--- config.mk ---
export PLATFORM = sky130hd
export DESIGN_NAME = gic_global_irq
export DESIGN_NICKNAME = d
export VERILOG_FILES = /design/src/common/gic_pkg.sv /design/src/design/gic_flag_cell.sv /design/src/design/gic_global_irq.sv
export VERILOG_INCLUDE_DIRS = /design/src /design/src/common
export SDC_FILE = /design/constraint.sdc
export NUM_CORES = 1
export LEC_CHECK = 0
export BUFFER_PORTS_ARGS = -buffer_cell sky130_fd_sc_hd__buf_2
export CORE_UTILIZATION = 25
export CTS_BUF_LIST = sky130_fd_sc_hd__clkbuf_2
export DETAILED_ROUTE_END_ITERATION = 8
export SLEW_MARGIN = 20
export SYNTH_ARGS = -nofsm -noshare
export SYNTH_HDL_FRONTEND = slang
export SYNTH_SLANG_ARGS = --single-unit
--- constraint.sdc ---
create_clock -name sys_clk_i -period 1.2 [get_ports sys_clk_i]
set_input_delay 0.18 -clock sys_clk_i [delete_from_list [all_inputs] [get_ports sys_clk_i]]
set_output_delay 0.18 -clock sys_clk_i [all_outputs]
set_load 0.01 [all_outputs]
--- src/common/gic_regs.svh ---
/*
 * register offsets, bit positions and reset values of the global interrupt block.
 * assumes an 8-bit internal register port with byte addresses.
 */
`ifndef GIC_REGS_SVH
`define GIC_REGS_SVH
`define GIC_ADDR_FLAGS     8'h01
`define GIC_ADDR_ENABLES   8'h02
`define GIC_ENABLES_RST    8'h00
`define GIC_FLAGS_RST      8'h00
`define GIC_BIT_WATCHDOG   7
`define GIC_BIT_OVERTEMP   6
`define GIC_BIT_SUPPLY     5
`define GIC_BIT_CONVERTER  4
`define GIC_BIT_HALFBRIDGE 3
`define GIC_BIT_HIGHSIDE   2
`define GIC_BIT_MIRROR     1
`define GIC_BIT_LINPHY     0
`define GIC_NUM_SRC        8
`endif

--- src/common/gic_pkg.sv ---
/*
 * types shared by the global interrupt block.
 * assumes gic_regs.svh supplies the numeric constants.
 */
`include "gic_regs.svh"
package gic_pkg;
    typedef logic [`GIC_NUM_SRC-1:0] gic_vec_t;
endpackage : gic_pkg

--- src/design/gic_flag_cell.sv ---
/*
 * one sticky event flag with write-one and alternate clear.
 * assumes all inputs synchronous to sys_clk_i.
 */
`timescale 1ns/100ps
module gic_flag_cell (
    input  wire logic sys_clk_i,
    input  wire logic srst_i,
    input  wire logic event_i,
    input  wire logic clear_i,
    output logic      flag_o
);
    logic flag_reg;
    logic flag_next;

    // set beats clear, and a present cause keeps the flag up
    always_comb begin
        flag_next = flag_reg;
        if (clear_i) begin
            flag_next = 1'b0;
        end
        if (event_i) begin
            flag_next = 1'b1;
        end
    end

    // flag storage
    always_ff @(posedge sys_clk_i) begin
        if (srst_i) begin
            flag_reg <= 1'b0;
        end else begin
            flag_reg <= flag_next;
        end
    end

    assign flag_o = flag_reg;
endmodule : gic_flag_cell

--- src/design/gic_global_irq.sv ---
/*
 * global interrupt logic: eight grouped flags, enables, active-low host line.
 * assumes a synchronous 8-bit register port from the spi slave and
 * event/peripheral flag levels from the peripherals, all on sys_clk_i.
 */
// What this block does
// [RQ1] enabled source event pulls host line low
// [RQ2] all enables zero after reset
// [RQ3] event sets flag, held until cleared
// [RQ4] flags set even when source disabled
// [RQ5] write one to flag bit clears it
// [RQ6] grouped flag drops when peripheral flags clear
// [RQ7] clear ignored while cause still present
// [RQ8] converter result read clears done flag
// [RQ9] watchdog flag clears only via watchdog clear
// [RQ10] enable register at 0x02, bit order fixed
// [RQ11] read-only flag register at 0x01
// [RQ12] watchdog raises interrupt only in standby
// [RQ13] overtemp shuts drivers regardless of enable
// [RQ14] mirror flag in diag reg, mirrored bit 1
// [RQ15] enabled flags or-reduced onto active-low line
// [RQ16] grouped flag is or of peripheral flags
// [RQ17] line returns high when no enabled flag
`timescale 1ns/100ps
`include "gic_regs.svh"
module gic_global_irq
    import gic_pkg::*;
#(
    parameter int SUPPLY_N = 3,
    parameter int CONV_N   = 2,
    parameter int HB_N     = 4,
    parameter int HS_N     = 4,
    parameter int LIN_N    = 3
) (
    input  wire logic                sys_clk_i,
    input  wire logic                srst_i,
    // register port
    input  wire logic [7:0]          reg_addr_i,
    input  wire logic                reg_wr_i,
    input  wire logic                reg_rd_i,
    input  wire logic [7:0]          reg_wdata_i,
    output logic      [7:0]          reg_rdata_o,
    // peripheral flag levels forming the grouped sources
    input  wire logic                watchdog_timeout_i,
    input  wire logic                watchdog_clear_i,
    input  wire logic                standby_i,
    input  wire logic                overtemp_flag_i,
    input  wire logic [SUPPLY_N-1:0] supply_err_flags_i,
    input  wire logic                conversion_done_i,
    input  wire logic                conv_result_read_i,
    input  wire logic                conv_done_clear_i,
    input  wire logic [CONV_N-2:0]   conv_other_flags_i,
    input  wire logic [HB_N-1:0]     halfbridge_oc_flags_i,
    input  wire logic [HS_N-1:0]     highside_oc_flags_i,
    input  wire logic                mirror_oc_event_i,
    input  wire logic                mirror_oc_clear_i,
    input  wire logic [LIN_N-1:0]    linphy_flags_i,
    // outputs
    output logic                     conversion_done_flag_o,
    output logic                     mirror_diag_oc_o,
    output logic                     driver_shutdown_o,
    output logic                     host_irq_n_o
);
    // refuse group sizes the port slices cannot carry
    generate
        if (SUPPLY_N < 1 || CONV_N < 2 || HB_N < 1 || HS_N < 1 || LIN_N < 1) begin : g_bad_size
            $error("gic_global_irq: group sizes out of range");
        end
    endgenerate

    logic [7:0] global_event_enables_reg;
    logic [7:0] reg_rdata_reg;
    logic       irq_n_reg;
    logic       watchdog_flag;
    logic       conversion_done_flag;
    logic       mirror_oc_flag;
    gic_vec_t   global_event_flags;
    gic_vec_t   enabled_flags;
    logic       wr_flags;
    logic       watchdog_event;

    assign wr_flags = reg_wr_i && (reg_addr_i == `GIC_ADDR_FLAGS);

    // enable register; only this register stores written data
    always_ff @(posedge sys_clk_i) begin
        if (srst_i) begin
            global_event_enables_reg <= `GIC_ENABLES_RST; // [RQ2]
        end else if (reg_wr_i && reg_addr_i == `GIC_ADDR_ENABLES) begin
            global_event_enables_reg <= reg_wdata_i; // [RQ10]
        end
    end

    // watchdog timeout counts only in standby; write-one has no effect on it
    assign watchdog_event = watchdog_timeout_i && standby_i; // [RQ12]
    gic_flag_cell u_watchdog (
        .sys_clk_i (sys_clk_i),
        .srst_i    (srst_i),
        .event_i   (watchdog_event),
        .clear_i   (watchdog_clear_i), // [RQ9]
        .flag_o    (watchdog_flag)
    );

    // converter done flag: write-one in its own register or a result read
    gic_flag_cell u_conv_done (
        .sys_clk_i (sys_clk_i),
        .srst_i    (srst_i),
        .event_i   (conversion_done_i), // [RQ3] [RQ4]
        .clear_i   (conv_done_clear_i || conv_result_read_i), // [RQ8] [RQ5]
        .flag_o    (conversion_done_flag)
    );

    // mirror over-current flag lives in the mirror diag register
    gic_flag_cell u_mirror (
        .sys_clk_i (sys_clk_i),
        .srst_i    (srst_i),
        .event_i   (mirror_oc_event_i), // [RQ7]
        .clear_i   (mirror_oc_clear_i), // [RQ5]
        .flag_o    (mirror_oc_flag)
    );

    // grouped flags are plain or of peripheral flags, so a write-one to them
    // is swallowed and they fall only when the whole group is clear
    always_comb begin
        global_event_flags = '0;
        global_event_flags[`GIC_BIT_WATCHDOG]   = watchdog_flag;
        global_event_flags[`GIC_BIT_OVERTEMP]   = overtemp_flag_i;
        global_event_flags[`GIC_BIT_SUPPLY]     = |supply_err_flags_i; // [RQ16] [RQ6]
        global_event_flags[`GIC_BIT_CONVERTER]  = conversion_done_flag
                                                 | (|conv_other_flags_i); // [RQ16]
        global_event_flags[`GIC_BIT_HALFBRIDGE] = |halfbridge_oc_flags_i; // [RQ16]
        global_event_flags[`GIC_BIT_HIGHSIDE]   = |highside_oc_flags_i; // [RQ16]
        global_event_flags[`GIC_BIT_MIRROR]     = mirror_oc_flag; // [RQ14]
        global_event_flags[`GIC_BIT_LINPHY]     = |linphy_flags_i; // [RQ16]
    end

    // per-source gating, one enable per flag
    genvar g;
    generate
        for (g = 0; g < `GIC_NUM_SRC; g++) begin : g_gate
            assign enabled_flags[g] = global_event_flags[g]
                                      & global_event_enables_reg[g]; // [RQ1]
        end
    endgenerate

    // registered line; deasserts the cycle after the last enabled flag falls
    always_ff @(posedge sys_clk_i) begin
        if (srst_i) begin
            irq_n_reg <= 1'b1;
        end else begin
            irq_n_reg <= ~(|enabled_flags); // [RQ15] [RQ17] [RQ1]
        end
    end

    // read data registered one cycle after the read strobe
    always_ff @(posedge sys_clk_i) begin
        if (srst_i) begin
            reg_rdata_reg <= 8'h00;
        end else if (reg_rd_i) begin
            case (reg_addr_i)
                `GIC_ADDR_FLAGS:   reg_rdata_reg <= global_event_flags; // [RQ11]
                `GIC_ADDR_ENABLES: reg_rdata_reg <= global_event_enables_reg; // [RQ10]
                default:           reg_rdata_reg <= 8'h00;
            endcase
        end
    end

    assign reg_rdata_o = reg_rdata_reg;
    assign host_irq_n_o = irq_n_reg;
    assign conversion_done_flag_o = conversion_done_flag;
    assign mirror_diag_oc_o = mirror_oc_flag;
    // drivers cut on overtemp irrespective of the enable bit
    assign driver_shutdown_o = overtemp_flag_i; // [RQ13]

    // the write-one to the flag register clears nothing here; grouped bits
    // follow their peripheral registers
    logic unused_wr;
    assign unused_wr = wr_flags;
endmodule : gic_global_irq

==> impl_metrics.toml, run 1 <==
[clocking]
cts_tree = "yes"
hold_buffers = 0
h-tree-depth = 1
cts_inserted_buffers = 3
path_clk_slew_ns = 0.20
cts-root-buf = "clkbuf_2"
clkSinkCount = 20
clkLatencyLatePin_ns = 0.31
postCtsSetupRepairBufs = 0
cts-resized-gates = 0
clockBufferDepth = 2

[logic_synthesis]
yosys-top-cells-area = "dfxtp_1, nand2b_1, mux2i_1, nand3_1, a311oi_1"
ys_types = 23
ys_ff_latch = 20
synth.cell_area_sq_um = 1000
yosysTopAreaCell = "dfxtp_1"
ys_seq_area_share_pct = 40.0
synth_top_area_share_pct = 40.0
synth.avg_cell_area_sq_um = 9.35
synth_nets = 151
yosysWarnings = 0
syn-instance-count = 107

[flow_run]
drv_cap = 0

[pwr]
p_comb_share_pct = 13.9
seqPwrFrac_pct = 50.4
vdd_drop_max_mv = 0.386
p_sw_w = 0.000305
p_per_area_nw_per_um2 = 1010
p_clk_share_pct = 35.6
totalPowerFinal_w = 0.00138
internal_power_w = 0.00107
p_sw_share_pct = 22.1
p_leak_nw = 0.556

[timing]
fin_setup_tns_ns = 0
relSlewSlack_pct = 72.8
grt_setup_unrepaired = "false"
max_freq_mhz = 960
post-route-period-util_pct = 86.8
setup_violations = 0
fin_crit_ns = 1.04
drv_slew = 0
hold_viol = 0
finClkSkew_ns = 0.0183
max_slew.worst_pin.slew_ns = 0.408

[outcome]
status = "finished clean"

[routing]
drt_iter0_drc = 21
ant_nets = 0
post-route-drc-count = 0
dr.pass1.iters = 4
vias = 943
viasPerCell = 4.49
wl_microns = 2200
wl_per_cell_microns = 10.5

[worst_hold_path]
hold_path_class = "input port to flop"

[placed_design]
io_buffers = 55
placedCellCount = 206
dp_hpwl_microns = 1750
finalWeightedCongestion = 0.786
place_area_sq_um = 1320

[die]
io_pins = 56
die_h_microns = 65.3
rows = 22
start_util_pct = 26.7
dieArea_sq_um = 4260
die_x_microns = 65.3
fp.coreArea_sq_um = 3740

[cells_and_area]
final-seq-area_sq_um = 400
antenna_cells = 0
fin_area_sq_um = 1360
area_delta_synth_final_pct = 36.1
layout-drive-gt1-share_pct = 42.0
nNetsFinal = 207
multi_input_area_sq_um = 548
postLayoutCoreUtil_pct = 36.4
final_cell_count_no_fill = 210
fillers = 410

[critical_path]
cp-start-kind = "flop"
path_class = "flop to flop"
critPathArrivalTime_ns = 1.32
cp_max_fo = 4
worstPathRequired_ns = 1.48
endpoint_kind = "flop"

[global_routing]
grt_max_degree = 29
grt_usage_pct = 11.6
grt_overflow = 0
grt_pass1_vias = 878
grt_pass1_wl_microns = 3920
antenna_found_initial = 0
[metal layers]
layer	track usage, %	vias up	routed length [microns]
met3	2.43	2	99
met2	17.5	21	982
met5	0	-	0
met4	4.08	0	10
li1	-	501	-
met1	16.1	419	1110
[placed cells by master, fill, tap and decap left out, types with 2 or more instances in the layout]
cell and instances:
nor2_1 11, mux2i_1 8, nand3_1 15, or3_1 2, or4_1 2, a21oi_1 3
a311oi_1 8, buf_4 4, nor4b_4 2, buf_2 55, a22oi_1 2, dfxtp_1 20
clkbuf_2 3, nand2b_1 17
[critical path: stages, from the launching register on]
cell,delay (ns)
dfxtp_1,0.37
a222oi_1,0.32
and2_0,0.19
a31o_2,0.15
[logic make-up after synthesis]
| family | count (synthesis) | synth area share, % |
|---|---|---|
| mux | 8 | 8.00 |
| compound gates | 17 | 13.1 |
| flops | 20 | 40.0 |
| buf+inv | 9 | 5.25 |
| simple gates | 53 | 33.6 |
[power groups by stage]
stage | logic [W] | registers (W) | clock network (W)
floorplan | 0.0000765 | 0.000717 | 0
CTS | 0.000194 | 0.000696 | 0.000506
global route | 0.000213 | 0.000700 | 0.000540
finish | 0.000192 | 0.000696 | 0.000492
global placement | 0.000192 | 0.000710 | 0
detailed placement | 0.000194 | 0.000710 | 0
[path summary, 6_finish.rpt]
path	start	end	slack, ns	depth (start not counted)
max reg2reg	u_mirror.flag_o$_SDFFE_PP0P_	host_irq_n_o$_SDFF_PP1_	0.16	3
max	u_mirror.flag_o$_SDFFE_PP0P_	host_irq_n_o$_SDFF_PP1_	0.16	3
min reg2reg	reg_rdata_o[1]$_SDFFE_PP0P_	reg_rdata_o[1]$_SDFFE_PP0P_	0.49	2
min	conversion_done_i	u_conv_done.flag_o$_SDFFE_PP0P_	0.07	3
[cell type report]
cell class,count,area share [%]
Timing Repair Buffer,59,22.4
Clock inverter,1,2.20
Inverter,1,0.275
Tap cell,48,4.41
Sequential cell,20,29.4
Multi-Input combinational cell,78,40.2
Clock buffer,3,1.10
[synth_stat cells]
| cell type | instances |
|---|---|
| and2_0 | 1 |
| nand3_1 | 15 |
| inv_1 | 1 |
| nand2b_1 | 17 |
| a21oi_1 | 3 |
| and3_2 | 1 |
| or3_1 | 2 |
| mux2i_1 | 8 |
| a22oi_1 | 2 |
| dfxtp_1 | 20 |
| a311oi_1 | 8 |
| a31o_2 | 1 |
| buf_4 | 1 |
| clkbuf_1 | 5 |
| nor4_4 | 1 |
| or4_1 | 2 |
| nand2_1 | 1 |
| buf_6 | 2 |
| o21ai_0 | 1 |
| nor2_1 | 11 |
| a222oi_1 | 1 |
| o211ai_1 | 1 |
| nor4b_4 | 2 |
[metrics by stage]
stage	setup slack (ns)	hold WS, ns
global placement	-0.0765	0.390
detailed placement	-0.113	0.394
finish	0.158	0.0725
CTS	0.139	0.0622
floorplan	-0.00546	0.297
global route	0.0136	0.0614
No activity file was read; power rests on OpenSTA's default activity.
==> run 2: changes to the inputs <==
==> constraint.sdc (replaced) <==
create_clock -name sys_clk_i -period 1.12 [get_ports sys_clk_i]
set_input_delay 0.168 -clock sys_clk_i [delete_from_list [all_inputs] [get_ports sys_clk_i]]
set_output_delay 0.168 -clock sys_clk_i [all_outputs]
set_load 0.01 [all_outputs]
==> run 2 against run 1 <==
  * Sequential share of layout area shrank 0.27 points
  * Utilization grew 0.57 points
  * Wire length up 7.0%
  * Clock skew decreased by 0.013 ns
  * Hold slack lost 0.021 ns
  * Total power decreased by 9.9%
  * Final cell count rose by 0.95%
  * Worst setup slack lost 0.090 ns
  * Via count increased by 1.2%
  * Count of clock-buffer cells in the layout stayed put
  * Critical endpoint unchanged
  * Largest cell class unchanged
==> impl_metrics.toml, run 2 (same netlist as run 1, synthesis figures left out) <==
[critical_path]
path_class = "flop to flop"
worstPathRequired_ns = 1.39
endpoint_kind = "flop"
critPathArrivalTime_ns = 1.32
slowest_delay_ns = 0.37
cp_slowest_cell = "dfxtp_1"
r2r-end = "host_irq_n_o$_SDFF_PP1_"
path_cells = "a222oi_1 > and2_0 > a31o_2"
rr_startpoint = "global_event_enables_reg[7]$_SDFFE_PP0P_"
worstRegToRegCells = 3
cp_max_fo = 3
rrSetupSlack_ns = 0.07
cp-start-kind = "flop"

[cells_and_area]
antenna_cells = 0
final_cell_count_no_fill = 212
multi_input_area_sq_um = 558
nNetsFinal = 210
layout_common_cells = "buf_2, dfxtp_1, nand2b_1"
fillers = 407
layout-drive-gt1-share_pct = 45.1
area_delta_synth_final_pct = 38.3
postLayoutCoreUtil_pct = 37.0
final-seq-area_sq_um = 403
layout_commonest_cell = "buf_2"

[global_routing]
grt_overflow = 0
grt_max_degree = 29
grt_usage_pct = 11.4
antenna_found_initial = 0
grt_pass1_vias = 879
grt_pass1_wl_microns = 3770

[worst_hold_path]
hold_path_class = "input port to flop"
worstHoldStart = "conversion_done_i"
min_to = "u_conv_done.flag_o$_SDFFE_PP0P_"
hold_depth = 3

[die]
rows = 22
die_h_microns = 65.3
start_util_pct = 26.7
fp.coreArea_sq_um = 3740
dieArea_sq_um = 4260
die_x_microns = 65.3
io_pins = 56

[clocking]
cts-root-buf = "clkbuf_2"
cts_inserted_buffers = 3
path_clk_slew_ns = 0.18
hold_buffers = 0
clockBufferDepth = 2
postCtsSetupRepairBufs = 0
clkSinkCount = 20
clkLatencyLatePin_ns = 0.30
cts_tree = "yes"
h-tree-depth = 1

[routing]
vias = 954
post-route-drc-count = 0
drt_iter0_drc = 47
wl_microns = 2360
wl_per_cell_microns = 11.1
dr.pass1.iters = 4
viasPerCell = 4.50
ant_nets = 0

[timing]
fin_crit_ns = 1.05
hold_viol = 0
relSlewSlack_pct = 72.2
finClkSkew_ns = 0.00545
grt_setup_unrepaired = "false"
max_freq_mhz = 951
setup_violations = 0
fin_setup_tns_ns = 0
max_slew.worst_pin.slew_ns = 0.417
drv_slew = 0
post-route-period-util_pct = 93.9
hold_slack_ns = 0.0511

[placed_design]
dp_hpwl_microns = 1830
finalWeightedCongestion = 0.730
io_buffers = 55
placedCellCount = 210

[pwr]
p_leak_nw = 0.562
totalPowerFinal_w = 0.00124
vdd_drop_max_mv = 0.577
p_per_area_nw_per_um2 = 898

[flow_run]
drv_cap = 0

[outcome]
status = "finished clean"
## run 2: worst max-delay path by stage
stage | start | endpoint | slack [ns] | cells after the start
6_report | global_event_enables_reg[7]$_SDFFE_PP0P_ | host_irq_n_o$_SDFF_PP1_ | 0.07 | 3
3_5_place_dp | reg_addr_i[7] | reg_rdata_o[0]$_SDFFE_PP0P_ | -0.16 | 5
4_1_cts | u_conv_done.flag_o$_SDFFE_PP0P_ | conversion_done_flag_o | 0.02 | 2
5_1_grt | u_mirror.flag_o$_SDFFE_PP0P_ | mirror_diag_oc_o | 0.02 | 2
3_3_place_gp | halfbridge_oc_flags_i[1] | host_irq_n_o$_SDFF_PP1_ | -0.15 | 4
2_1_floorplan | reg_addr_i[7] | global_event_enables_reg[0]$_SDFFE_PP0P_ | -0.07 | 4
## run 2: report_power, final
group	switching, W	internal [W]	leakage [nW]	total, W
sequential	0.0000117	0.000734	0.164	0.000746
combinational	0.0000999	0.000117	0.386	0.000217
clock	0.000207	0.0000730	0.0125	0.000280
total	0.000319	0.000924	0.562	0.00124
## run 2: timing repair
| action | in CTS | in global routing |
|---|---|---|
| endpoints found under the hold margin | 0 | 0 |
| resized for setup | 0 | 5 |
| setup endpoints to repair | 0 | 2 |
## run 2: layout make-up
class | instances | area share, %
Timing Repair Buffer | 62 | 24.9
Tap cell | 48 | 4.34
Inverter | 1 | 0.271
Sequential cell | 20 | 29.1
Multi-Input combinational cell | 78 | 40.3
Clock buffer | 3 | 1.08
## run 2: critical path: cells and delay by family, from the launching register on
family,cells,cell delay [ns]
flops,1,0.37
compound gates,2,0.46
simple gates,1,0.19
## run 2: per-layer routing
metal	part of all wire, %	GRT usage (%)	wire [microns]	up-vias
met4	0.76	3.26	18	0
met2	47	18.9	1110	25
met1	47	14.0	1100	421
li1	-	-	-	506
met5	0	0	0	-
met3	5.5	3.65	130	2
## run 2: metrics by stage
stage,area (sq um),setup WS [ns]
3_3_place_gp,1360,-0.146
4_1_cts,1370,0.0209
6_report,1380,0.0684
5_1_grt,1380,0.0157
3_5_place_dp,1360,-0.161
2_1_floorplan,1010,-0.0735
